<file path="src/mbxr_pkg.sv">
package mbxr_pkg;

  // Exception response layout
  localparam logic [7:0] MBXR_EXC_FLAG     = 8'h80;
  localparam logic [7:0] MBXR_EXC_ILL_FUNC = 8'h01;
  localparam logic [7:0] MBXR_EXC_ILL_ADDR = 8'h02;
  localparam logic [7:0] MBXR_EXC_ILL_VAL  = 8'h03;
  localparam logic [7:0] MBXR_EXC_DEV_FAIL = 8'h04;

  // Frame check seed and polynomial (reflected)
  localparam logic [15:0] MBXR_CRC_SEED = 16'hFFFF;
  localparam logic [15:0] MBXR_CRC_POLY = 16'hA001;

  // Supported operations
  localparam logic [7:0] MBXR_FC_READ_HOLD  = 8'h03;
  localparam logic [7:0] MBXR_FC_WRITE_ONE  = 8'h06;
  localparam logic [7:0] MBXR_FC_WRITE_MANY = 8'h10;

  // Documented register number to wire address offset
  localparam logic [15:0] MBXR_REG_OFFSET = 16'h0001;

  // Float word order modes
  localparam logic [1:0] MBXR_ORD_ABCD = 2'h0;
  localparam logic [1:0] MBXR_ORD_CDAB = 2'h1;
  localparam logic [1:0] MBXR_ORD_BADC = 2'h2;
  localparam logic [1:0] MBXR_ORD_DCBA = 2'h3;

  // Decoded request presented by the frame parser
  typedef struct packed {
    logic [7:0]  slave_addr;
    logic [7:0]  func;
    logic [15:0] start_addr;
    logic [15:0] count;
    logic        len_bad;
    logic        value_bad;
  } mbxr_req_t;

  // Outgoing byte
  typedef struct packed {
    logic       valid;
    logic       last;
    logic [7:0] data;
  } mbxr_tx_t;

endpackage

</file>
<file path="src/mbxr_top.sv">
`timescale 1ns/1ps
`default_nettype none
// Overview of operation
// - Rejected request answered with function code plus 80h, then one exception byte.
// - Unsupported function code gives exception 01.
// - Register address outside permitted range gives exception 02.
// - Bad implied length or excessive register count gives exception 03.
// - Any other rejection, such as out-of-limit write value, gives exception 04.
// - Multi-byte values go most significant byte first by default.
// - A setting changes the byte order of a transmitted float.
// - Documented register N is carried on the wire as N minus one.
// - Frame check starts with both bytes all ones.
module mbxr_top #(
  parameter logic [15:0] MAX_ADDR  = 16'h0FFF,
  parameter logic [15:0] MAX_COUNT = 16'h007D
) (
  // Clock and reset
  input  wire logic             clk_sys,
  input  wire logic             nrst,
  // Request from the frame parser
  input  wire logic             req_valid,
  input  wire mbxr_pkg::mbxr_req_t req,
  input  wire logic [7:0]       own_addr,
  // Float to send and its order setting
  input  wire logic             float_valid,
  input  wire logic [31:0]      float_value,
  input  wire logic [1:0]       float_order,
  // Register number translation
  input  wire logic [15:0]      doc_reg_num,
  output logic [15:0]           wire_reg_addr,
  // Byte stream towards the serial line
  input  wire logic             tx_ready,
  output mbxr_pkg::mbxr_tx_t    tx,
  output logic                  busy,
  output logic                  req_accepted
);
  import mbxr_pkg::*;

  typedef enum logic [2:0] {
    MBXR_IDLE, MBXR_ADDR, MBXR_FUNC, MBXR_CODE, MBXR_CRCL, MBXR_CRCH, MBXR_FLT
  } mbxr_state_t;

  initial begin
    if (MAX_COUNT == 16'h0000) begin
      $error("MAX_COUNT must be non-zero");
    end
  end

  // One byte of the reflected CRC-16 update
  function automatic logic [15:0] crc_byte(input logic [15:0] c, input logic [7:0] d);
    logic [15:0] r;
    r = c ^ {8'h00, d};
    for (int i = 0; i < 8; i++) begin
      r = r[0] ? ((r >> 1) ^ MBXR_CRC_POLY) : (r >> 1);
    end
    return r;
  endfunction

  // Exception classification, in priority order
  function automatic logic [7:0] classify(input mbxr_req_t q, input logic [15:0] lim, input logic [15:0] cmax);
    logic        sup;
    logic [16:0] top;
    sup = (q.func == MBXR_FC_READ_HOLD) || (q.func == MBXR_FC_WRITE_ONE) || (q.func == MBXR_FC_WRITE_MANY);
    top = {1'b0, q.start_addr} + {1'b0, q.count};
    if (!sup) begin
      return MBXR_EXC_ILL_FUNC;
    end else if (q.start_addr > lim || top > {1'b0, lim} + 17'h00001) begin
      return MBXR_EXC_ILL_ADDR;
    end else if (q.len_bad || q.count > cmax) begin
      return MBXR_EXC_ILL_VAL;
    end else if (q.value_bad) begin
      return MBXR_EXC_DEV_FAIL;
    end
    return 8'h00;
  endfunction

  mbxr_state_t state, next_state;
  logic [7:0]  func_q, next_func_q;
  logic [7:0]  code_q, next_code_q;
  logic [7:0]  addr_q, next_addr_q;
  logic [15:0] crc, next_crc;
  logic [31:0] flt, next_flt;
  logic [1:0]  fidx, next_fidx;
  mbxr_tx_t    next_tx;
  logic        next_busy;
  logic        next_req_accepted;
  logic [15:0] next_wire_reg_addr;
  logic [7:0]  exc;

  // Sequencer next values; a byte leaves when the line side takes it
  always_comb begin
    next_state         = state;
    next_func_q        = func_q;
    next_code_q        = code_q;
    next_addr_q        = addr_q;
    next_crc           = crc;
    next_flt           = flt;
    next_fidx          = fidx;
    next_tx            = tx;
    next_req_accepted  = 1'b0;
    next_wire_reg_addr = doc_reg_num - MBXR_REG_OFFSET;
    exc                = classify(req, MAX_ADDR, MAX_COUNT);
    if (tx.valid && tx_ready) begin
      next_tx.valid = 1'b0;
    end
    case (state)
      MBXR_IDLE: begin
        if (req_valid && exc != 8'h00) begin
          next_req_accepted = 1'b1;
          next_func_q = req.func | MBXR_EXC_FLAG;
          next_code_q = exc;
          next_addr_q = own_addr;
          next_crc    = MBXR_CRC_SEED;
          next_state  = MBXR_ADDR;
        end else if (float_valid) begin
          // Reorder words and bytes as configured; default keeps top byte first
          case (float_order)
            MBXR_ORD_CDAB: next_flt = {float_value[15:0], float_value[31:16]};
            MBXR_ORD_BADC: next_flt = {float_value[23:16], float_value[31:24],
                                       float_value[7:0], float_value[15:8]};
            MBXR_ORD_DCBA: next_flt = {float_value[7:0], float_value[15:8],
                                       float_value[23:16], float_value[31:24]};
            default:       next_flt = float_value;
          endcase
          next_fidx  = 2'h0;
          next_state = MBXR_FLT;
        end
      end
      MBXR_ADDR: begin
        if (!tx.valid || tx_ready) begin
          next_tx   = '{valid: 1'b1, last: 1'b0, data: addr_q};
          next_crc  = crc_byte(crc, addr_q);
          next_state = MBXR_FUNC;
        end
      end
      MBXR_FUNC: begin
        if (!tx.valid || tx_ready) begin
          next_tx   = '{valid: 1'b1, last: 1'b0, data: func_q};
          next_crc  = crc_byte(crc, func_q);
          next_state = MBXR_CODE;
        end
      end
      MBXR_CODE: begin
        if (!tx.valid || tx_ready) begin
          next_tx   = '{valid: 1'b1, last: 1'b0, data: code_q};
          next_crc  = crc_byte(crc, code_q);
          next_state = MBXR_CRCL;
        end
      end
      MBXR_CRCL: begin
        // The frame check is the one field always sent low byte first
        if (!tx.valid || tx_ready) begin
          next_tx   = '{valid: 1'b1, last: 1'b0, data: crc[7:0]};
          next_state = MBXR_CRCH;
        end
      end
      MBXR_CRCH: begin
        if (!tx.valid || tx_ready) begin
          next_tx   = '{valid: 1'b1, last: 1'b1, data: crc[15:8]};
          next_state = MBXR_IDLE;
        end
      end
      MBXR_FLT: begin
        if (!tx.valid || tx_ready) begin
          next_tx   = '{valid: 1'b1, last: (fidx == 2'h3), data: flt[31:24]};
          next_flt  = {flt[23:0], 8'h00};
          next_fidx = fidx + 2'h1;
          if (fidx == 2'h3) begin
            next_state = MBXR_IDLE;
          end
        end
      end
      default: next_state = MBXR_IDLE;
    endcase
    next_busy = (next_state != MBXR_IDLE) || next_tx.valid;
  end

  // State registers
  always_ff @(posedge clk_sys or negedge nrst) begin
    if (!nrst) begin
      state         <= MBXR_IDLE;
      func_q        <= 8'h00;
      code_q        <= 8'h00;
      addr_q        <= 8'h00;
      crc           <= MBXR_CRC_SEED;
      flt           <= 32'h00000000;
      fidx          <= 2'h0;
      tx            <= '0;
      busy          <= 1'b0;
      req_accepted  <= 1'b0;
      wire_reg_addr <= 16'h0000;
    end else begin
      state         <= next_state;
      func_q        <= next_func_q;
      code_q        <= next_code_q;
      addr_q        <= next_addr_q;
      crc           <= next_crc;
      flt           <= next_flt;
      fidx          <= next_fidx;
      tx            <= next_tx;
      busy          <= next_busy;
      req_accepted  <= next_req_accepted;
      wire_reg_addr <= next_wire_reg_addr;
    end
  end

  // Checks
  a_exc_flag_set: assert property (@(posedge clk_sys) disable iff (!nrst)
    (tx.valid && state == MBXR_CODE) |-> tx.data[7]) else $error("function byte lacks exception flag");
  a_func_unsupported: assert property (@(posedge clk_sys) disable iff (!nrst)
    (state == MBXR_IDLE && req_valid && req.func == 8'h01) |=> code_q == MBXR_EXC_ILL_FUNC)
    else $error("unsupported function not code 01");
  a_addr_range: assert property (@(posedge clk_sys) disable iff (!nrst)
    (state == MBXR_IDLE && req_valid && req.func == MBXR_FC_READ_HOLD && req.start_addr > MAX_ADDR)
    |=> code_q == MBXR_EXC_ILL_ADDR) else $error("bad address not code 02");
  a_len_bad: assert property (@(posedge clk_sys) disable iff (!nrst)
    (state == MBXR_IDLE && req_valid && req.func == MBXR_FC_WRITE_ONE && req.start_addr == 16'h0000
     && req.count == 16'h0001 && req.len_bad) |=> code_q == MBXR_EXC_ILL_VAL) else $error("bad length not code 03");
  a_value_limits: assert property (@(posedge clk_sys) disable iff (!nrst)
    (state == MBXR_IDLE && req_valid && req.func == MBXR_FC_WRITE_ONE && req.start_addr == 16'h0000
     && req.count == 16'h0001 && !req.len_bad && req.value_bad) |=> code_q == MBXR_EXC_DEV_FAIL)
    else $error("limit violation not code 04");
  a_float_default: assert property (@(posedge clk_sys) disable iff (!nrst)
    (state == MBXR_IDLE && !req_valid && float_valid && float_order == MBXR_ORD_ABCD)
    |=> flt == $past(float_value)) else $error("default float order not top byte first");
  a_float_swap: assert property (@(posedge clk_sys) disable iff (!nrst)
    (state == MBXR_IDLE && !req_valid && float_valid && float_order == MBXR_ORD_CDAB)
    |=> flt[31:16] == $past(float_value[15:0])) else $error("word swap not applied");
  a_reg_offset: assert property (@(posedge clk_sys) disable iff (!nrst)
    1'b1 |=> wire_reg_addr == $past(doc_reg_num) - 16'h0001) else $error("register number not minus one");
  a_crc_seed: assert property (@(posedge clk_sys) disable iff (!nrst)
    (state == MBXR_IDLE && req_valid && exc != 8'h00) |=> crc == 16'hFFFF) else $error("frame check not seeded");
  a_addr_first: assert property (@(posedge clk_sys) disable iff (!nrst)
    (state == MBXR_ADDR && (!tx.valid || tx_ready)) |=> tx.valid && tx.data == addr_q && state == MBXR_FUNC)
    else $error("reply does not open with own address");

endmodule
`default_nettype wire

</file>
<file path="config.mk">
export PLATFORM = sky130hd
export DESIGN_NAME = mbxr_top
export DESIGN_NICKNAME = d
export VERILOG_FILES = /design/src/mbxr_pkg.sv /design/src/mbxr_top.sv
export SDC_FILE = /design/constraint.sdc
export NUM_CORES = 1
export LEC_CHECK = 0
export BUFFER_PORTS_ARGS = -buffer_cell sky130_fd_sc_hd__buf_4
export CAP_MARGIN = 0
export CORE_MARGIN = 2
export CORE_UTILIZATION = 58
export CTS_BUF_LIST = sky130_fd_sc_hd__clkbuf_4
export DETAILED_ROUTE_END_ITERATION = 16
export PLACE_DENSITY = 0.83
export SLEW_MARGIN = 20
export SYNTH_ARGS = -nofsm -noshare
export SYNTH_HDL_FRONTEND = slang
export SYNTH_SLANG_ARGS = --single-unit
</file>
<file path="constraint.sdc">
create_clock -name clk_sys -period 4.1 [get_ports clk_sys]
set_input_delay 0.41 -clock clk_sys [delete_from_list [all_inputs] [get_ports clk_sys]]
set_output_delay 0.41 -clock clk_sys [all_outputs]
set_load 0.005 [all_outputs]
</file>
# Word level (Yosys, flattened, before mapping)
# Index checks and enable logic that the tools add are counted.
word_totals:
  ff_bits: 105
  in_bits: 113
  out_inout_bits: 28
  elab_cells: 154
classes:
  addsub: 3
  n_lt_le_gt_ge: 3
  n_eq_ne: 22
  n_mux: 67
  bitwise_logic: 27
  reduce_logical: 19
ops:
  columns: ["op", "count"]
  rows:
  - ["$mux W16", 28]
  - ["$mux W32", 3]
  - ["$pmux W32 S3", 1]
  - ["$not A2 Y3", 24]
  - ["$pmux W16 S4", 1]
  - ["$pmux W32 S2", 1]
  - ["$mux W10", 6]
  - ["$pmux W10 S6", 1]
  - ["$xor A16 B8 Y16", 3]
  - ["$mux W8", 5]
  - ["$mux W3", 9]
  - ["$pmux W3 S7", 1]
  - ["$ne A2 B2 Y1 const B", 9]
  - ["$add A16 B16 Y17", 1]
  - ["$gt A17 B13 Y1 const B", 1]
  - ["$gt A16 B12 Y1 const B", 1]
  - ["$gt A16 B7 Y1 const B", 1]
  - ["$sub A16 B1 Y16 const B", 1]
  - ["$eq A3 B3 Y1 const B", 3]
  - ["$eq A8 B2 Y1 const B", 1]
  - ["$eq A8 B3 Y1 const B", 1]
  - ["$eq A8 B5 Y1 const B", 1]
  - ["$reduce_bool A8 Y1", 1]
  - ["$mux W1", 7]
  - ["other kinds (19)", 30]

# Depth between registers and ports, before layout
# Gate-level depths: netlist (run 1).
depth:
  depth_word: 19
  ltp_mapped: 13
  depth_no_buf: 11

# Least setup slack after synthesis (run 1)
# OpenSTA, ideal clock, no wires.
synth_timing:
  path_kind: "input port to flip-flop"
  from: "input port req[2] in the netlist's numbering"
  to: "register flt[30]"
  arrival_time_ns: 3.741
  t_required_ns: 3.975
  setup_slack_ns: 0.234
  stages: 13
  path_buffers: 2
  path_cell_list: "ha_1 -> fa_1 -> a21oi_1 -> o211ai_2 -> a21bo_1 -> a311o_1 -> a2111o_1 -> o311a_1 -> or4_4 -> buf_6 -> o21ai_4 -> buf_8 -> mux2_4"
synth_via:
  elab_chain_len: 10
  word_cells_on_any_way: 16
  cone_classes: "1 x add/sub; 2 x order compare; 1 x eq/ne; 7 x mux; 5 x reduce/logical"
synth_rtl:
  columns: ["element", "line_no", "source"]
  rows:
  - ["start: declaration", "mbxr_top.sv:22", "input wire mbxr_pkg::mbxr_req_t req,"]
  - ["$add A16 B16 Y17 or $gt A16 B7 Y1 (tied branches)", "mbxr_top.sv:64, mbxr_top.sv:69", null]
  - ["$gt A17 B13 Y1 or $logic_or A1 B1 Y1 (tied branches)", "mbxr_top.sv:67, mbxr_top.sv:69", null]
  - ["$logic_or A1 B1 Y1 (tied with other cells)", "mbxr_top.sv:67", "end else if (q.start_addr > lim || top > {1'b0, lim} + 17'h00001) begin"]
  - ["$mux W8 or $mux W1 (tied branches)", "mbxr_top.sv:67", null]
  - ["$mux W8 or $mux W1 (tied branches)", "mbxr_top.sv:65", "if (!sup) begin"]
  - ["$mux W8 (*)", "mbxr_top.sv:74", "return 8'h00;"]
  - ["$reduce_bool A8 Y1 (*)", "mbxr_top.sv:108", "if (req_valid && exc != 8'h00) begin"]
  - ["$logic_and A1 B1 Y1 (*)", "mbxr_top.sv:108", null]
  - ["$ne A2 B2 Y1 (no line) (*)", null, null]
  - ["$reduce_and A4 Y1 (no line) (*)", null, null]
  - ["end signal: assignment", "mbxr_top.sv:198", "flt <= next_flt;"]
  - ["end: declaration", "mbxr_top.sv:82", "logic [31:0] flt, next_flt;"]
# Every way passes the cells marked *; elsewhere a longest branch is shown, timed or not.
# A chain may end at the register's enable or synchronous reset.

# Worst setup path after layout (run 1)
layout_timing:
  from: "input port req[2] in the netlist's numbering"
  to: "register flt[9]"
# Same word-level chain as after synthesis.

==> impl_results.md, run 1 <==
- Ys async rst share: 1.000
- Yosys warns: 0
- Synth Register Bits: 100
- CP startpoint kind: input pin
- H-tree levels: 3
- RR Endpoint: crc[0]$_DFFE_PN1P_
- Post-route design area: 8592 um^2
- Synth unique cells: 73
- Syn-to-layout area delta: 17.16%
- Pins Over Slew Limit: 0
- CTS tree: yes
- Post-synthesis simple-gate area fraction: 0.1010
- Crit path required time: 4.49 ns
- Pleak: 3.769 nW
- R2R Setup Slk: 0.90 ns
- Worst r2r path cells: 9
- Synth Cell Area: 7333 um^2
- Kind of critical path: input pin to flip-flop
- Placer congestion estimate: 0.9998
- FILL cells: 927
- CTS Root Cell: clkbuf_4
- CTS resizes: 0
- Residual overflow from global routing: 0
- Post-synthesis mux area share: 0.2454
- Die width: 116.4 um
- Nets: 928
- Core Util, Final: 0.6893
- Main combinational cell family by area after synthesis: multiplexers
- Pwr Density: 704.6 nW/um^2
- Crit Path Max Fanout: 24
- DR vias: 5887
- Fraction of the cycle the final worst path needs: 0.8950
- Worst path slowest cell: or4_4
- DR vias/cell: 6.044
- Max_slew headroom: 0.3811
- Post-CTS setup buffer count: 0
- Crit path DAT: 4.06 ns
- Vias in the first global route: 5880
- Most frequent cells in the layout: buf_4, dfrtp_1, nand2_1
- CTS Buffer Depth: 2
- Io pins: 141
- Outcome: complete, no violations
- Std cell rows: 41
- Antenna Nets Post-Route: 0
- Mapped Cells: 684
- Total wire length: 17430 um
- Hold path endpoint: wire_reg_addr[15]$_DFF_PN0_
- Compound-Gate Fraction of Synth Area: 0.1304
- Initial Util: 0.5883
- Wire per inst: 17.90 um
- RSZ-0062 raised after global routing: false
- Setup crit end kind: flip-flop
- R2R Path Start: crc[4]$_DFFE_PN1P_
- Largest net degree at the start of global routing: 65
- Total core area: 12470 um^2
- Peak VDD IR: 0.0005065 V
- Clock transition at the registers of the reported paths: 0.15 ns
- Remaining DRCs: 0
- # clock sinks: 100
- Max incr delay on CP: 0.64 ns
- Origin of the worst setup path: req[2]
- Area after DPL: 8421 um^2
- Gr usage total: 0.2707
- Worst hold start: doc_reg_num[15]
- Worst-Margin Slew: 0.9283 ns
- Die area: 13560 um^2
- Hold Fails Final Rpt: 0
- Multi-input gate area: 4476 um^2
- Skew final: 0.01861 ns
- Commonest register cell after synthesis: dfrtp_1
- Sequential cell area: 2522 um^2
- First-pass GRT wire length: 28580 um
- Sequential-to-total area share from yosys stat: 0.3440
- Class of the worst hold path: input pin to flip-flop
- Fmax: 0.2725 GHz
- Port buffer count: 132
- Clk_lat worst skew: 0.50 ns
- TritonRoute pass-1 iters: 5
- Synth Area in Adders: 0.03344
- Share of layout cells above drive strength 1: 0.3645
- CP Cell Sequence: buf_4 -> ha_1 -> fa_1 -> a21oi_1 -> o211ai_2 -> a21bo_1 -> a311o_1 -> a2111o_1 -> o311a_1 -> or4_4 -> o21ai_4 -> buf_12 -> mux2_2
- Post-synth EDFFs: 0
- Syn Nets: 816
- Post-DP HPWL: 13290 um
- Synth area leaders: dfrtp_1, mux4_2, mux2_2
- Top cell type's share of synthesized area: 0.2866
- Chip height: 116.4 um
- Minimum clock period: 3.669 ns
- Max Cap Violations: 0
- CTS Buf Count: 9
- Worst hold path depth: 2
- Mapped Avg Cell Area: 10.72 um^2
- DRT iter0 DRCs: 441
- Commonest non-fill, non-tap cell in the layout: buf_4
- Biggest area consumer among synthesized cells: dfrtp_1
- Xor/xnor cell area share of the yosys netlist: 0.1002
- Final-report setup violation count: 0
- Antenna violations before repair: 0
-- timing repair --
action / CTS / global route
hold buffers: 1 / 0
setup endpoints to repair: 0 / 0
hold endpoints to repair: 51 / 0
-- synthesized netlist by cell type, drive strengths merged, types with 4 or more instances --
library cell / instances
xnor2: 46
nand3: 12
nand2: 54
dfstp: 16
a211oi: 4
nor3: 10
xnor3: 5
dfrtp: 84
a221oi: 6
o21ai: 42
o211ai: 6
a21oi: 36
xor2: 25
a31oi: 4
mux2i: 20
buf: 13
mux2: 71
nor2: 35
a21o: 5
nor4: 9
clkbuf: 29
a22oi: 6
ha: 18
inv: 31
mux4: 32
nand4: 4
nand2b: 5
-- power breakdown --
group | switching, mW | internal, mW | total (mW) | leakage [nW]
clock | 0.340 | 0.245 | 0.585 | 0.0873
sequential | 0.444 | 1.43 | 1.87 | 1.17
combinational | 1.67 | 1.92 | 3.60 | 2.51
total | 2.46 | 3.60 | 6.05 | 3.77
-- layer usage --
metal / vias up / GRT usage / share of wire
li1: 2737 / - / -
met1: 2883 / 0.3430 / 0.40
met2: 227 / 0.4531 / 0.51
met3: 40 / 0.06383 / 0.069
met4: 0 / 0.1032 / 0.026
met5: - / 0 / 0
-- stage by stage --
stage               total power, mW  std cells  setup TNS, ns  setup WS, ns  hold slack [ns]
floorplan                     4.585        684              0        0.2340           0.1144
global placement              5.231        956              0       0.06164           0.4648
detailed placement            5.408        956        -0.8247      -0.07466           0.4729
CTS                           6.017        973              0        0.4751          0.05937
global route                  6.477        973              0        0.3147          0.05406
finish                        6.054        974              0        0.4306          0.08886
-- sequential cells by signal, indices dropped and copies added (netlist names) --
name,count
busy,1
addr_q,8
req_accepted,1
code_q,3
fidx,2
wire_reg_addr,16
crc,16
state,3
func_q,8
flt,32
tx,10
-- cells by family (layout without fill, tap and decap cells) --
logic type / count (synthesis) / count (layout)
AO/OA/AOI/OAI: 139 / 139
XOR/XNOR: 76 / 76
adder cells (fa/ha/maj): 19 / 19
buffers and inverters: 73 / 190
flip-flops: 100 / 100
multiplexers: 123 / 123
other: 0 / 1
AND/OR/NAND/NOR: 154 / 154
-- worst max path at each step --
stage / to / slack (ns) / cells past startpoint
after global placement: flt[31]$_DFFE_PN0P_ / 0.06 / 13
after floorplan: flt[30]$_DFFE_PN0P_ / 0.23 / 13
after CTS: flt[8]$_DFFE_PN0P_ / 0.48 / 13
final: flt[9]$_DFFE_PN0P_ / 0.43 / 13
after global routing: flt[8]$_DFFE_PN0P_ / 0.31 / 13
after detailed placement: flt[8]$_DFFE_PN0P_ / -0.07 / 13
-- area by class of cell --
cell class / instances / area share
multi-input combinational: 511 / 0.5209
sequential: 100 / 0.2936
timing repair buffer: 143 / 0.1281
tap: 172 / 0.02505
inverter: 31 / 0.01354
clock inverter: 7 / 0.01063
clock buffer: 9 / 0.007864
antenna: 1 / 0.0002912
-- worst max-delay path, delay by kind of cell --
kind	cells	cell delay [ns]
AND/OR/NAND/NOR	1	0.64
buffers and inverters	2	0.34
multiplexers	1	0.36
adder cells (fa/ha/maj)	2	0.66
AO/OA/AOI/OAI	7	1.64
Note: power is estimated with default switching activity, not from simulation.
==> run 2, diff against run 1 <==
- CORE_UTILIZATION: 58 -> 55
- HOLD_SLACK_MARGIN: unset -> 0.15
- PLACE_DENSITY: 0.83 -> 0.79
==> run 2 against run 1 <==
- clock power decreased by 16%
- flip-flop and latch count unchanged
- combinational power about the same
- wire length increased by 2.5%
- setup slack got worse by 0.0025 ns
- utilization decreased by 1.6 points
- non-clock buffer count increased by 28
- register-to-register slack improved by 0.06 ns
- critical path depth unchanged
- sequential share of layout area decreased by 0.86 points
- die area increased by 5.3%
- critical endpoint is now flt[31]$_DFFE_PN0P_
- largest cell class unchanged
==> impl_results.md, run 2 (synthesized netlist as in run 1, its figures left out) <==
- Outcome: complete, no violations
- Pins Over Slew Limit: 0 (unchanged)
- Io pins: 141 (unchanged)
- TritonRoute pass-1 iters: 6 (+1)
- Die area: 14270 um^2 (+5.3%)
- Crit path DAT: 4.06 ns (about the same)
- Antenna violations before repair: 1 (+1)
- Core Util, Final: 0.6737 (-0.01554)
- Total wire length: 17870 um (+2.5%)
- Max Cap Violations: 0 (unchanged)
- Commonest non-fill, non-tap cell in the layout: buf_4
- Fmax: 0.2723 GHz (about the same)
- Skew final: 0.02310 ns (+0.004493 ns)
- DR vias: 5947 (+1.0%)
- Final-report setup violation count: 0 (unchanged)
- Kind of critical path: input pin to flip-flop
- Clk_lat worst skew: 0.50 ns (about the same)
- Nets: 956 (+3.0%)
- CP startpoint kind: input pin
- Minimum clock period: 3.672 ns (+0.002504 ns)
- Syn-to-layout area delta: 20.70%
- FILL cells: 1009 (+8.8%)
- R2R Path Start: crc[4]$_DFFE_PN1P_
- Gr usage total: 0.2608 (-0.009977)
- Initial Util: 0.5582 (-0.03009)
- Max_slew headroom: 0.3803 (-0.0008600)
- Placer congestion estimate: 0.9036 (-9.6%)
- Sequential cell area: 2522 um^2 (unchanged)
- CTS Root Cell: clkbuf_4
- DRT iter0 DRCs: 449 (+1.8%)
- Post-DP HPWL: 12490 um (-6.0%)
- Class of the worst hold path: input pin to flip-flop
- H-tree levels: 3 (unchanged)
- Most frequent cells in the layout: buf_4, dfrtp_1, nand2_1
- Total negative slack: 0 ns (unchanged)
- RSZ-0062 raised after global routing: false
- Largest registers: flt x32, crc x16, wire_reg_addr x16
- Share of layout cells above drive strength 1: 0.3510 (-0.01352)
- First-pass GRT wire length: 29810 um (+4.3%)
- Max incr delay on CP: 0.57 ns (-0.07 ns)
- Multi-input gate area: 4476 um^2 (unchanged)
- Fraction of the cycle the final worst path needs: 0.8956 (about the same)
- Std cell rows: 42 (+2.4%)
- Die width: 119.5 um (+2.6%)
- CP Cell Sequence: buf_4 -> ha_1 -> fa_1 -> a21oi_1 -> o211ai_2 -> a21bo_1 -> a311o_1 -> a2111o_1 -> o311a_1 -> or4_4 -> o21ai_4 -> buf_12 -> mux2_2
- Worst path slowest cell: or4_4
- CTS Buffer Depth: 2 (unchanged)
- Most flops, register: flt
- Origin of the worst setup path: req[2]
- Hold Fails Final Rpt: 0 (unchanged)
- DR vias/cell: 5.912 (-2.2%)
- Pleak: 3.869 nW (+2.6%)
- Antenna Nets Post-Route: 0 (unchanged)
- Largest net degree at the start of global routing: 72 (+11%)
- Remaining DRCs: 0 (unchanged)
- Worst-Margin Slew: 0.9296 ns (+0.001291 ns)
- Wire per inst: 17.77 um (-0.74%)
- Peak VDD IR: 0.0004117 V (-19%)
- Setup crit end kind: flip-flop
- CTS Buf Count: 9 (unchanged)
- # clock sinks: 100 (unchanged)
- Number of buffers and inverters on the critical path: 2 (unchanged)
- Clock transition at the registers of the reported paths: 0.16 ns (about the same)
- Port buffer count: 132 (unchanged)
- Worst hold start: req_valid
- Largest register FFs: 32 (unchanged)
- Crit Path Max Fanout: 34 (+42%)
- Vias in the first global route: 5965 (+1.4%)
- Residual overflow from global routing: 0 (unchanged)
- Post-CTS setup buffer count: 0 (unchanged)
- Pwr Density: 670.5 nW/um^2 (-4.8%)
- CTS tree: yes
- Chip height: 119.5 um (+2.6%)
- Cell family contributing the most delay on the critical path: compound AO/OA/AOI/OAI gates
- Total core area: 13140 um^2 (+5.4%)
- Crit path required time: 4.49 ns (about the same)
-- run 2: worst paths after layout --
check / endpoint / cells past startpoint / slack [ns]
worst max-delay path: flt[31]$_DFFE_PN0P_ / 13 / 0.43
worst min-delay path: state[0]$_DFF_PN0_ / 3 / 0.17
worst max register to register: crc[0]$_DFFE_PN1P_ / 9 / 0.96
worst min register to register: fidx[0]$_DFFE_PN0P_ / 1 / 0.49
max in group asynchronous: crc[10]$_DFFE_PN1P_ / 3 / 2.57
min in group asynchronous: state[0]$_DFF_PN0_ / 2 / 0.57
-- run 2: where the power goes --
part	leakage [nW]	internal [mW]	total (mW)	switching [mW]
sequential	1.17	1.43	1.83	0.401
combinational	2.63	1.95	3.62	1.67
clock	0.0661	0.129	0.489	0.360
total	3.87	3.50	5.93	2.43
-- run 2: cell type report --
class	count	area share
Antenna cell	1	0.0002827
Clock buffer	9	0.007634
Clock inverter	7	0.005655
Inverter	31	0.01315
Multi-Input combinational cell	511	0.5057
Sequential cell	100	0.2850
Tap cell	176	0.02488
Timing Repair Buffer	171	0.1578
-- run 2: through the flow --
| stage | power, mW | setup WS [ns] | instances | instance area (um^2) | hold WS [ns] |
|---|---|---|---|---|---|
| 3_5_place_dp | 5.374 | -0.07079 | 959 | 8431 | 0.4698 |
| 4_1_cts | 5.892 | 0.4349 | 997 | 8768 | 0.1504 |
| 6_report | 5.934 | 0.4281 | 1006 | 8851 | 0.1682 |
| 5_1_grt | 6.355 | 0.3445 | 1006 | 8851 | 0.1525 |
| 2_1_floorplan | 4.585 | 0.2340 | 684 | 7333 | 0.1144 |
| 3_3_place_gp | 5.245 | 0.05551 | 959 | 8431 | 0.4650 |
-- run 2: timing repair --
item                                   4_1_cts  5_1_grt
hold buffers                                22        8
gates resized for setup                      0        0
endpoints found under the hold margin       83        8
-- run 2: worst min-delay path: cells and delay by family --
kind | cells | cell delay, ns
buffers and inverters | 1 | 0.13
AO/OA/AOI/OAI | 1 | 0.06
AND/OR/NAND/NOR | 1 | 0.05
-- run 2: routing by layer --
| metal | part of all wire | global-route usage |
|---|---|---|
| met1 | 0.43 | 0.3490 |
| met2 | 0.50 | 0.4250 |
| met3 | 0.051 | 0.05364 |
| met4 | 0.021 | 0.08750 |
| met5 | 0 | 0 |
